`src/sic_cfg.svh`:
```
// constants for the system-instruction and interrupt-controller block
`ifndef SIC_CFG_SVH
`define SIC_CFG_SVH
`define SIC_OFF_SET_EN 32'hE000E100
`define SIC_OFF_CLR_EN 32'hE000E180
`define SIC_OFF_SET_PEND 32'hE000E200
`define SIC_OFF_CLR_PEND 32'hE000E280
`define SIC_OFF_PRIO_BASE 32'hE000E400
`define SIC_OFF_PRIO_LAST 32'hE000E41C
`define SIC_RESET_WORD 32'h00000000
`define SIC_PRIO_HI 7
`define SIC_PRIO_LO 6
`define SIC_FLAG_HI 31
`define SIC_FLAG_LO 28
`define SIC_SR_SEL_APP_STATUS_VIEW 4'h0
`define SIC_SR_SEL_IRQ_APP_STATUS_VIEW 4'h1
`define SIC_SR_SEL_EXEC_APP_STATUS_VIEW 4'h2
`define SIC_SR_SEL_PSR 4'h3
`define SIC_SR_SEL_IRQ_STATUS_VIEW 4'h5
`define SIC_SR_SEL_EXEC_STATUS_VIEW 4'h6
`define SIC_SR_SEL_IRQ_EXEC_STATUS_VIEW 4'h7
`define SIC_SR_SEL_MSP 4'h8
`define SIC_SR_SEL_PSP 4'h9
`define SIC_SR_SEL_MASK 4'hA
`define SIC_SR_SEL_CTRL 4'hB
`define SIC_EVT_RESET 1'b0
`endif

```
`src/sic_pkg.sv`:
```
// types shared by the system-instruction block
package sic_pkg;
  typedef enum logic [2:0] {
    SIC_OP_NONE = 3'h0,
    SIC_OP_SRREAD = 3'h1,
    SIC_OP_SRWRITE = 3'h2,
    SIC_OP_NOP = 3'h3,
    SIC_OP_SEV = 3'h4,
    SIC_OP_SVC = 3'h5,
    SIC_OP_WEVT = 3'h6,
    SIC_OP_WIRQ = 3'h7
  } sic_op_type;
  typedef enum logic [0:0] {
    SIC_ST_RUN = 1'b0,
    SIC_ST_SLEEP = 1'b1
  } sic_state_type;
endpackage
```
`src/sic_arbiter.sv`:
```
// priority arbiter: lowest level wins, lowest index breaks ties
`timescale 1ns/1ps
module sic_arbiter #(
  parameter int NUM_IRQ = 32
) (
  input wire logic [NUM_IRQ-1:0] req_in,
  input wire logic [2*NUM_IRQ-1:0] prio_in,
  output logic found_out,
  output logic [4:0] index_out,
  output logic [1:0] level_out
);
  always_comb begin
    found_out = 1'b0;
    index_out = 5'h00;
    level_out = 2'h3;
    for (int i = NUM_IRQ - 1; i >= 0; i--) begin
      if (req_in[i] && (!found_out || prio_in[2*i +: 2] <= level_out)) begin
        found_out = 1'b1;
        index_out = 5'(i);
        level_out = prio_in[2*i +: 2];
      end
    end
  end
endmodule // sic_arbiter

```
`src/sic_core.sv`:
```
// system-instruction execution and nested interrupt controller
`timescale 1ns/1ps
`include "sic_cfg.svh"
module sic_core #(
  parameter int NUM_IRQ = 32,
  parameter bit WAIT_EVENT_IMPL = 1'b0
) (
  input wire logic CLK_IN,
  input wire logic RESET_IN,
  input wire logic [NUM_IRQ-1:0] IRQ_IN,
  input wire logic EXT_EVENT_IN,
  input wire logic DEBUG_REQ_IN,
  input wire logic DEBUG_EN_IN,
  input wire logic SEND_ON_PEND_IN,
  input wire logic INSTR_VALID_IN,
  input wire logic [2:0] INSTR_OP_IN,
  input wire logic [3:0] INSTR_SEL_IN,
  input wire logic [31:0] INSTR_SRC_IN,
  input wire logic [3:0] INSTR_RD_IN,
  input wire logic [7:0] INSTR_IMM_IN,
  input wire logic EXC_RETURN_IN,
  input wire logic PPB_SEL_IN,
  input wire logic PPB_WRITE_IN,
  input wire logic [31:0] PPB_ADDR_IN,
  input wire logic [31:0] PPB_WDATA_IN,
  output logic [31:0] PPB_RDATA_OUT,
  output logic PPB_ERR_OUT,
  output logic INSTR_DONE_OUT,
  output logic GPR_WE_OUT,
  output logic [3:0] GPR_RD_OUT,
  output logic [31:0] GPR_DATA_OUT,
  output logic [3:0] FLAGS_OUT,
  output logic INTERRUPT_MASK_OUT,
  output logic [31:0] MAIN_SP_OUT,
  output logic [31:0] PROC_SP_OUT,
  output logic [1:0] CONTROL_OUT,
  output logic SLEEPING_OUT,
  output logic EVENT_OUT,
  output logic EVENT_REG_OUT,
  output logic SVC_TAKEN_OUT,
  output logic [7:0] SVC_IMM_OUT,
  output logic IRQ_TAKEN_OUT,
  output logic [4:0] IRQ_NUM_OUT,
  output logic [5:0] EXC_NUM_OUT,
  output logic [NUM_IRQ-1:0] IRQ_ACTIVE_OUT
);
  localparam logic [5:0] EXC_SVC = 6'h0B;
  localparam logic [5:0] EXC_IRQ0 = 6'h10;

  // no non-maskable line: every source goes through enable and mask
  // pins come from other domains: two flops before use
  logic [NUM_IRQ-1:0] irq_s1_q, irq_s2_q, irq_prev_q;
  logic [2:0] misc_s1_q, misc_s2_q;
  always_ff @(posedge CLK_IN) begin
    irq_s1_q <= IRQ_IN;
    irq_s2_q <= irq_s1_q;
    misc_s1_q <= {EXT_EVENT_IN, DEBUG_REQ_IN, DEBUG_EN_IN};
    misc_s2_q <= misc_s1_q;
    if (RESET_IN) begin
      irq_prev_q <= '0;
    end else begin
      irq_prev_q <= irq_s2_q;
    end
  end
  logic ext_event, debug_req, debug_en;
  assign ext_event = misc_s2_q[2];
  assign debug_req = misc_s2_q[1];
  assign debug_en = misc_s2_q[0];

  // controller state
  logic [NUM_IRQ-1:0] enable_q, pending_q, active_q;
  logic [2*NUM_IRQ-1:0] prio_q;
  logic [1:0] stack_lvl_q;
  logic in_handler_q;
  logic [4:0] cur_irq_q;

  // bus decode
  logic wr_set_en, wr_clr_en, wr_set_pd, wr_clr_pd, wr_prio;
  logic hit_prio;
  logic [2:0] prio_word;
  assign hit_prio = (PPB_ADDR_IN >= `SIC_OFF_PRIO_BASE) &&
    (PPB_ADDR_IN <= `SIC_OFF_PRIO_LAST) && (PPB_ADDR_IN[1:0] == 2'h0);
  assign prio_word = PPB_ADDR_IN[4:2];
  assign wr_set_en = PPB_SEL_IN && PPB_WRITE_IN &&
    PPB_ADDR_IN == `SIC_OFF_SET_EN;
  assign wr_clr_en = PPB_SEL_IN && PPB_WRITE_IN &&
    PPB_ADDR_IN == `SIC_OFF_CLR_EN;
  assign wr_set_pd = PPB_SEL_IN && PPB_WRITE_IN &&
    PPB_ADDR_IN == `SIC_OFF_SET_PEND;
  assign wr_clr_pd = PPB_SEL_IN && PPB_WRITE_IN &&
    PPB_ADDR_IN == `SIC_OFF_CLR_PEND;
  assign wr_prio = PPB_SEL_IN && PPB_WRITE_IN && hit_prio;

  // arbitration over enabled pending lines
  logic arb_found;
  logic [4:0] arb_idx;
  logic [1:0] arb_lvl;
  // enabled lines only, lower level wins
  sic_arbiter #(.NUM_IRQ(NUM_IRQ)) u_arb (
    .req_in(pending_q & enable_q),
    .prio_in(prio_q),
    .found_out(arb_found),
    .index_out(arb_idx),
    .level_out(arb_lvl)
  );

  // would preempt current execution level, ignoring the mask
  logic preempt_ok;
  assign preempt_ok = arb_found && (!in_handler_q || arb_lvl < stack_lvl_q);

  logic [31:0] flags_word_q;
  logic mask_q;
  logic take_irq;
  assign take_irq = preempt_ok && !mask_q;

  // instruction decode
  sic_pkg::sic_op_type op;
  assign op = sic_pkg::sic_op_type'(INSTR_OP_IN);
  logic run_instr;
  sic_pkg::sic_state_type state_q;
  assign run_instr = INSTR_VALID_IN && state_q == sic_pkg::SIC_ST_RUN;

  // pending, active and enable state
  logic [NUM_IRQ-1:0] hw_pend, take_vec, ret_vec;
  genvar g;
  generate
    for (g = 0; g < NUM_IRQ; g++) begin : g_line
      // level while inactive and not being taken, or rising edge
      assign hw_pend[g] = (irq_s2_q[g] && !active_q[g] && !take_vec[g]) ||
        (irq_s2_q[g] && !irq_prev_q[g]);
      assign take_vec[g] = take_irq && arb_idx == 5'(g);
      assign ret_vec[g] = EXC_RETURN_IN && in_handler_q &&
        cur_irq_q == 5'(g);
    end
  endgenerate

  always_ff @(posedge CLK_IN) begin
    if (RESET_IN) begin
      enable_q <= `SIC_RESET_WORD;
      pending_q <= `SIC_RESET_WORD;
      active_q <= '0;
    end else begin
      if (wr_set_en) begin
        enable_q <= enable_q | PPB_WDATA_IN;
      end else if (wr_clr_en) begin
        enable_q <= enable_q & ~PPB_WDATA_IN;
      end
      // clear-pending touches pending only; hardware set wins
      pending_q <= ((pending_q & ~(wr_clr_pd ? PPB_WDATA_IN : '0))
        & ~take_vec) | hw_pend | (wr_set_pd ? PPB_WDATA_IN : '0);
      active_q <= (active_q | take_vec) & ~ret_vec;
    end
  end

  // only top two bits of each byte kept
  always_ff @(posedge CLK_IN) begin
    if (RESET_IN) begin
      prio_q <= '0;
    end else if (wr_prio) begin
      for (int b = 0; b < 4; b++) begin
        prio_q[2*(4*prio_word + b) +: 2] <=
          PPB_WDATA_IN[8*b + `SIC_PRIO_LO +: 2];
      end
    end
  end

  // register read path
  logic [31:0] rd_d;
  always_comb begin
    rd_d = 32'h00000000;
    if (hit_prio) begin
      for (int b = 0; b < 4; b++) begin
        rd_d[8*b + `SIC_PRIO_LO +: 2] = prio_q[2*(4*prio_word + b) +: 2];
      end
    end else if (PPB_ADDR_IN == `SIC_OFF_SET_EN ||
                 PPB_ADDR_IN == `SIC_OFF_CLR_EN) begin
      rd_d = enable_q;
    end else if (PPB_ADDR_IN == `SIC_OFF_SET_PEND ||
                 PPB_ADDR_IN == `SIC_OFF_CLR_PEND) begin
      rd_d = pending_q;
    end
  end
  logic mapped;
  assign mapped = hit_prio || PPB_ADDR_IN == `SIC_OFF_SET_EN ||
    PPB_ADDR_IN == `SIC_OFF_CLR_EN || PPB_ADDR_IN == `SIC_OFF_SET_PEND ||
    PPB_ADDR_IN == `SIC_OFF_CLR_PEND;
  always_ff @(posedge CLK_IN) begin
    if (RESET_IN) begin
      PPB_RDATA_OUT <= 32'h00000000;
      PPB_ERR_OUT <= 1'b0;
    end else begin
      PPB_RDATA_OUT <= (PPB_SEL_IN && !PPB_WRITE_IN) ? rd_d : 32'h00000000;
      PPB_ERR_OUT <= PPB_SEL_IN && !mapped;
    end
  end

  // handler nesting: a single saved level keeps the model small
  logic [1:0] saved_lvl_q;
  logic saved_hdl_q;
  logic [4:0] saved_irq_q;
  always_ff @(posedge CLK_IN) begin
    if (RESET_IN) begin
      in_handler_q <= 1'b0;
      stack_lvl_q <= 2'h0;
      cur_irq_q <= 5'h00;
      saved_lvl_q <= 2'h0;
      saved_hdl_q <= 1'b0;
      saved_irq_q <= 5'h00;
    end else if (take_irq) begin
      // state pushed by hardware on entry
      saved_hdl_q <= in_handler_q && !EXC_RETURN_IN;
      saved_lvl_q <= stack_lvl_q;
      saved_irq_q <= cur_irq_q;
      in_handler_q <= 1'b1;
      stack_lvl_q <= arb_lvl;
      cur_irq_q <= arb_idx;
    end else if (EXC_RETURN_IN && in_handler_q) begin
      in_handler_q <= saved_hdl_q;
      stack_lvl_q <= saved_lvl_q;
      cur_irq_q <= saved_irq_q;
      saved_hdl_q <= 1'b0;
    end
  end

  // special registers
  logic [31:0] msp_q, psp_q;
  logic [1:0] ctrl_q;
  always_ff @(posedge CLK_IN) begin
    if (RESET_IN) begin
      flags_word_q <= 32'h00000000;
      mask_q <= 1'b0;
      msp_q <= 32'h00000000;
      psp_q <= 32'h00000000;
      ctrl_q <= 2'h0;
    end else if (run_instr && op == sic_pkg::SIC_OP_SRWRITE) begin
      // load selected register; the three app status views and the PSR set flags
      case (INSTR_SEL_IN)
        `SIC_SR_SEL_APP_STATUS_VIEW, `SIC_SR_SEL_IRQ_APP_STATUS_VIEW, `SIC_SR_SEL_EXEC_APP_STATUS_VIEW,
        `SIC_SR_SEL_PSR: begin
          flags_word_q[`SIC_FLAG_HI:`SIC_FLAG_LO] <=
            INSTR_SRC_IN[`SIC_FLAG_HI:`SIC_FLAG_LO];
        end
        `SIC_SR_SEL_MSP: msp_q <= {INSTR_SRC_IN[31:2], 2'h0};
        `SIC_SR_SEL_PSP: psp_q <= {INSTR_SRC_IN[31:2], 2'h0};
        `SIC_SR_SEL_MASK: mask_q <= INSTR_SRC_IN[0];
        `SIC_SR_SEL_CTRL: ctrl_q <= INSTR_SRC_IN[1:0];
        default: mask_q <= mask_q;
      endcase
    end
  end

  // read value of the selected special register
  logic [31:0] sr_val;
  logic [31:0] irq_status_view_val;
  assign irq_status_view_val = in_handler_q ? {26'h0, EXC_IRQ0 + {1'b0, cur_irq_q}}
    : 32'h00000000;
  always_comb begin
    case (INSTR_SEL_IN)
      `SIC_SR_SEL_APP_STATUS_VIEW, `SIC_SR_SEL_EXEC_APP_STATUS_VIEW: sr_val = flags_word_q;
      `SIC_SR_SEL_IRQ_APP_STATUS_VIEW, `SIC_SR_SEL_PSR: sr_val = flags_word_q | irq_status_view_val;
      `SIC_SR_SEL_IRQ_STATUS_VIEW, `SIC_SR_SEL_IRQ_EXEC_STATUS_VIEW: sr_val = irq_status_view_val;
      `SIC_SR_SEL_MSP: sr_val = msp_q;
      `SIC_SR_SEL_PSP: sr_val = psp_q;
      `SIC_SR_SEL_MASK: sr_val = {31'h0, mask_q};
      `SIC_SR_SEL_CTRL: sr_val = {30'h0, ctrl_q};
      default: sr_val = 32'h00000000;
    endcase
  end

  // event register, sleep and instruction completion
  logic event_q;
  logic wake_wirq, wake_wevt, sleep_is_wevt_q;
  // wake on exception, masked-but-preempting pend, any debug request
  assign wake_wirq = preempt_ok || debug_req;
  // wake on unmasked exception, pend with send-on-pend, debug, event
  assign wake_wevt = take_irq || (SEND_ON_PEND_IN && |hw_pend) ||
    (debug_req && debug_en) || ext_event;
  always_ff @(posedge CLK_IN) begin
    if (RESET_IN) begin
      event_q <= `SIC_EVT_RESET;
      state_q <= sic_pkg::SIC_ST_RUN;
      sleep_is_wevt_q <= 1'b0;
    end else begin
      case (state_q)
        sic_pkg::SIC_ST_RUN: begin
          if (run_instr && op == sic_pkg::SIC_OP_SEV) begin
            event_q <= 1'b1;
          end else if (run_instr && op == sic_pkg::SIC_OP_WEVT &&
                       WAIT_EVENT_IMPL) begin
            if (event_q) begin
              event_q <= 1'b0;
            end else if (!wake_wevt) begin
              state_q <= sic_pkg::SIC_ST_SLEEP;
              sleep_is_wevt_q <= 1'b1;
            end
          end else if (run_instr && op == sic_pkg::SIC_OP_WIRQ &&
                       !wake_wirq) begin
            state_q <= sic_pkg::SIC_ST_SLEEP;
            sleep_is_wevt_q <= 1'b0;
          end else if (ext_event) begin
            event_q <= 1'b1;
          end
        end
        sic_pkg::SIC_ST_SLEEP: begin
          if (sleep_is_wevt_q ? wake_wevt : wake_wirq) begin
            state_q <= sic_pkg::SIC_ST_RUN;
          end
        end
        default: state_q <= sic_pkg::SIC_ST_RUN;
      endcase
    end
  end

  // instruction results; flags only move on a status write
  always_ff @(posedge CLK_IN) begin
    if (RESET_IN) begin
      INSTR_DONE_OUT <= 1'b0;
      GPR_WE_OUT <= 1'b0;
      GPR_RD_OUT <= 4'h0;
      GPR_DATA_OUT <= 32'h00000000;
      EVENT_OUT <= 1'b0;
      SVC_TAKEN_OUT <= 1'b0;
      SVC_IMM_OUT <= 8'h00;
    end else begin
      // no-op just completes; wait-for-event acts as no-op unless WAIT_EVENT_IMPL is set
      INSTR_DONE_OUT <= run_instr && !(op == sic_pkg::SIC_OP_WIRQ &&
        !wake_wirq) && !(op == sic_pkg::SIC_OP_WEVT && WAIT_EVENT_IMPL &&
        !event_q && !wake_wevt);
      GPR_WE_OUT <= run_instr && op == sic_pkg::SIC_OP_SRREAD;
      GPR_RD_OUT <= INSTR_RD_IN;
      GPR_DATA_OUT <= sr_val;
      EVENT_OUT <= run_instr && op == sic_pkg::SIC_OP_SEV;
      // exception raised, immediate passed along untouched
      SVC_TAKEN_OUT <= run_instr && op == sic_pkg::SIC_OP_SVC;
      SVC_IMM_OUT <= INSTR_IMM_IN;
    end
  end

  always_ff @(posedge CLK_IN) begin
    if (RESET_IN) begin
      IRQ_TAKEN_OUT <= 1'b0;
      IRQ_NUM_OUT <= 5'h00;
      EXC_NUM_OUT <= 6'h00;
      IRQ_ACTIVE_OUT <= '0;
      FLAGS_OUT <= 4'h0;
      INTERRUPT_MASK_OUT <= 1'b0;
      MAIN_SP_OUT <= 32'h00000000;
      PROC_SP_OUT <= 32'h00000000;
      CONTROL_OUT <= 2'h0;
      SLEEPING_OUT <= 1'b0;
      EVENT_REG_OUT <= 1'b0;
    end else begin
      IRQ_TAKEN_OUT <= take_irq;
      IRQ_NUM_OUT <= arb_idx;
      EXC_NUM_OUT <= (run_instr && op == sic_pkg::SIC_OP_SVC) ? EXC_SVC :
        (take_irq ? EXC_IRQ0 + {1'b0, arb_idx} : 6'h00);
      IRQ_ACTIVE_OUT <= active_q;
      FLAGS_OUT <= flags_word_q[`SIC_FLAG_HI:`SIC_FLAG_LO];
      INTERRUPT_MASK_OUT <= mask_q;
      MAIN_SP_OUT <= msp_q;
      PROC_SP_OUT <= psp_q;
      CONTROL_OUT <= ctrl_q;
      SLEEPING_OUT <= state_q == sic_pkg::SIC_ST_SLEEP;
      EVENT_REG_OUT <= event_q;
    end
  end
endmodule // sic_core

```
`config.mk`:
```
export PLATFORM = sky130hd
export DESIGN_NAME = sic_core
export DESIGN_NICKNAME = d
export VERILOG_FILES = /design/src/sic_pkg.sv /design/src/sic_arbiter.sv /design/src/sic_core.sv
export VERILOG_INCLUDE_DIRS = /design/src
export SDC_FILE = /design/constraint.sdc
export NUM_CORES = 1
export LEC_CHECK = 0
export BUFFER_PORTS_ARGS = -buffer_cell sky130_fd_sc_hd__buf_2
export CORE_MARGIN = 2
export CORE_UTILIZATION = 35
export DETAILED_ROUTE_END_ITERATION = 8
export PLACE_DENSITY = 0.51
export SLEW_MARGIN = 10
export SYNTH_ARGS = -nofsm -noshare
export SYNTH_HDL_FRONTEND = slang
export SYNTH_HIERARCHICAL = 1
export SYNTH_SLANG_ARGS = --single-unit
```
`constraint.sdc`:
```
create_clock -name CLK_IN -period 79.9 [get_ports CLK_IN]
set_input_delay 7.99 -clock CLK_IN [delete_from_list [all_inputs] [get_ports CLK_IN]]
set_output_delay 7.99 -clock CLK_IN [all_outputs]
set_load 0.01 [all_outputs]
```
==> flow_summary_export.csv <==
group,metric,value,unit
timing,setup_ws,34.90,ns
logic_synthesis,syn_area,0.0231,mm2
layout,fin_area,0.0277,mm2
logic_synthesis,yosysMostFrequentCell,"dfxtp_1",
timing,maxSlewViolCount,0,
floorplan,die_y,261,um
drt,drtAntennaViolNets,0,
global_routing,met1_usage,29.1,%
layout,instances_no_fill,3771,
logic_synthesis,yosys-mux-area-fraction,5.10,%
floorplan,core-area,0.0656,mm2
flow_run,maxCapViolations,0,
power_and_ir_drop,p_leak,11.3,nW
cts,cts_max_path_buffers,3,
timing,skew,0.0360,ns
placed_design,dp_hpwl,58100,um
logic_synthesis,synth_compound_area_share,15.2,%
timing,min_period,45.00,ns
floorplan,initial_core_util,35.2,%
layout,nets,3080,
logic_synthesis,ys_types,92,
logic_synthesis,synth_seq_cells,539,
layout,areaGrowthSynthToFinish,19.8,%
logic_synthesis,synthTopCellsByCount,"dfxtp_1 (539), nand2_1 (273), nor2_1 (192)",
cts,post_cts_buffers,0,
critical_path,cp.arrival,45.48,ns
timing,min_period_over_period,56.3,%
drt,dr.pass1.iters,6,
global_routing,busiest_layer,"met2",
cts,postCtsResizedCells,0,
logic_synthesis,synth_area_per_cell,9.04,um2
logic_synthesis,synth_edf_count,0,
global_routing,grt_max_degree,105,
global_routing,grt-ovfl-total,0,
floorplan,std_cell_rows,94,
run_status,outcome,"finished, final reports clean",
drt,wirelength,78200,um
logic_synthesis,synthCells,2558,
cts,clkSinkCount,539,
logic_synthesis,synth_simple_gate_area_share,24.9,%
cts,cts_tree,"yes",
floorplan,die_width,261,um
timing,final-setup-viol-count,0,
logic_synthesis,ys_top_cells_by_area,"dfxtp_1 (47%), nor2b_1 (5.1%), nand2_1 (4.4%)",
cts,clockRootBuffer,"clkbuf_16",
cts,cts-htree-levels,2,
cts,clk_latency,0.63,ns
worst_hold_path,worstHoldPathType,"flop to flop",
critical_path,worstPathRequired,80.38,ns
global_routing,gr-usage-all-layers,22.2,%
floorplan,fp.dieArea,0.0681,mm2
cts,numCtsBuffers,58,
critical_path,worst_path_max_delay_cell,"nor4b_2",
drt,viasPerCell,5.33,
timing,hold-worst-slack,0.325,ns
drt,drtIter0Drc,1512,
drt,wl_per_cell,20.7,um
placed_design,place.gp.congestion,0.913,
placed_design,placed_cells,3658,
global_routing,grtUsageMet3,3.66,%
placed_design,numPortBuffers,348,
global_routing,use_met2,37.8,%
timing,worst_slew_pin_slew,1.07,ns
cts,postCtsHoldBufs,0,
global_routing,grt_pass1_vias,19324,
logic_synthesis,synth_top_family_by_area,"simple AND/OR/NAND/NOR gates",
critical_path,cp_slowest_stage_delay,0.77,ns
timing,final.setup.tns,0,ns
power_and_ir_drop,p_total,578,uW
placed_design,place_ws,35.46,ns
logic_synthesis,yosys.area_share.adder,3.73,%
layout,final_core_util,42.2,%
power_and_ir_drop,peakVddDrop,0.0189,mV
critical_path,cp-end-kind,"flop",
floorplan,io_pins,355,
critical_path,critical_path_class,"flop to flop",
logic_synthesis,synth_xor_area_share,0,%
placed_design,place_area,0.0257,mm2
logic_synthesis,yosysTopAreaCellShare,46.7,%
logic_synthesis,async_flop_share,0,%
critical_path,crit_fanout,10,
timing,clock.fmax,0.0222,GHz
timing,rsz0062_at_grt,"false",
drt,route.detailed.drc,0,
logic_synthesis,yosysSeqAreaShare,46.7,%
cts,clk_pin_slew,0.06,ns
timing,relSlewSlack,28.6,%
timing,hold_viol_final,0,
logic_synthesis,yosys.area.top_type,"dfxtp_1",
global_routing,antenna_found_initial,3,
drt,via_count,20111,
power_and_ir_drop,cellPowerDensity,20.9,mW/mm2
logic_synthesis,synth_ff_type,"dfxtp_1",
logic_synthesis,yosysWarnings,6,
layout,drive_above_1_share,19.1,%
global_routing,grt_pass1_wl,117000,um
critical_path,start_kind,"flop",
## cells in the final DEF, fill, tap and decap left out, types with 17 or more instances in the layout
cell type and count:
nand2_1 273, o221ai_1 37, and3_1 56, buf_2 347, nand4_1 49, nand3_1 35, nor3_1 56, a311oi_1 17
a22oi_1 58, a21oi_1 159, nand4b_1 32, and2_1 71, mux2i_1 72, ha_1 69, inv_1 107, nor2b_1 186
dfxtp_1 539, nor2_1 192, nand3b_1 21, a211oi_1 29, clkbuf_16 59, o21ai_0 105, nand2b_1 23, buf_4 33
## layout make-up
| class | count | area (um2) |
|---|---|---|
| Tap cell | 864 | 1080 |
| Fill cell | 6580 | 37900 |
| Clock buffer | 80 | 1670 |
| Antenna cell | 5 | 12.5 |
| Inverter | 107 | 402 |
| Sequential cell | 539 | 10800 |
| Clock inverter | 28 | 357 |
| Timing Repair Buffer | 381 | 2000 |
| Multi-Input combinational cell | 1767 | 11400 |
## state kept, by name, summed over array words and instances (netlist names), 32 cells and up, named ones only
signal and flops:
prio_q 64, GPR_DATA_OUT 32, IRQ_ACTIVE_OUT 32, PPB_RDATA_OUT 32, active_q 32, irq_prev_q 32, irq_s1_q 32, irq_s2_q 32
pending_q 32
## path summary, 6_finish.rpt
| check | start | endpoint | slack (ns) | cells after the start |
|---|---|---|---|---|
| setup / recovery | pending_q[31] | pending_q[30] | 34.90 | 202 |
| hold / removal | irq_s1_q[29] | irq_s2_q[29] | 0.32 | 0 |
| setup reg to reg | pending_q[31] | pending_q[30] | 34.90 | 202 |
| hold reg to reg | irq_s1_q[29] | irq_s2_q[29] | 0.32 | 0 |
## critical path: cells and delay by family, from the launching register on
| family | cells | cell delay, ns |
|---|---|---|
| adder cells (fa/ha/maj) | 31 | 8.75 |
| buffers and inverters | 6 | 0.65 |
| flip-flops | 1 | 0.39 |
| AND/OR/NAND/NOR | 69 | 12.60 |
| AO/OA/AOI/OAI | 87 | 19.73 |
| multiplexers | 9 | 2.66 |
## power breakdown
group | switching [mW] | total [mW] | internal [mW]
clock network | 0.113 | 0.279 | 0.166
logic | 0.0146 | 0.0224 | 0.00783
registers | 0.00265 | 0.276 | 0.274
total | 0.131 | 0.578 | 0.447
## metal layers
layer  up-vias  part of all wire, %
met1      9635                   44
met4         2                  2.4
met5         -                0.013
met3       118                  6.2
li1       9657                    -
met2       699                   47
## logic make-up after synthesis
kind of cell | after synthesis
AND/OR/NAND/NOR | 1064
buffers and inverters | 255
adder cells (fa/ha/maj) | 69
flip-flops | 539
other | 1
AO/OA/AOI/OAI | 534
multiplexers | 96
No activity file was read; power rests on OpenSTA's default activity.
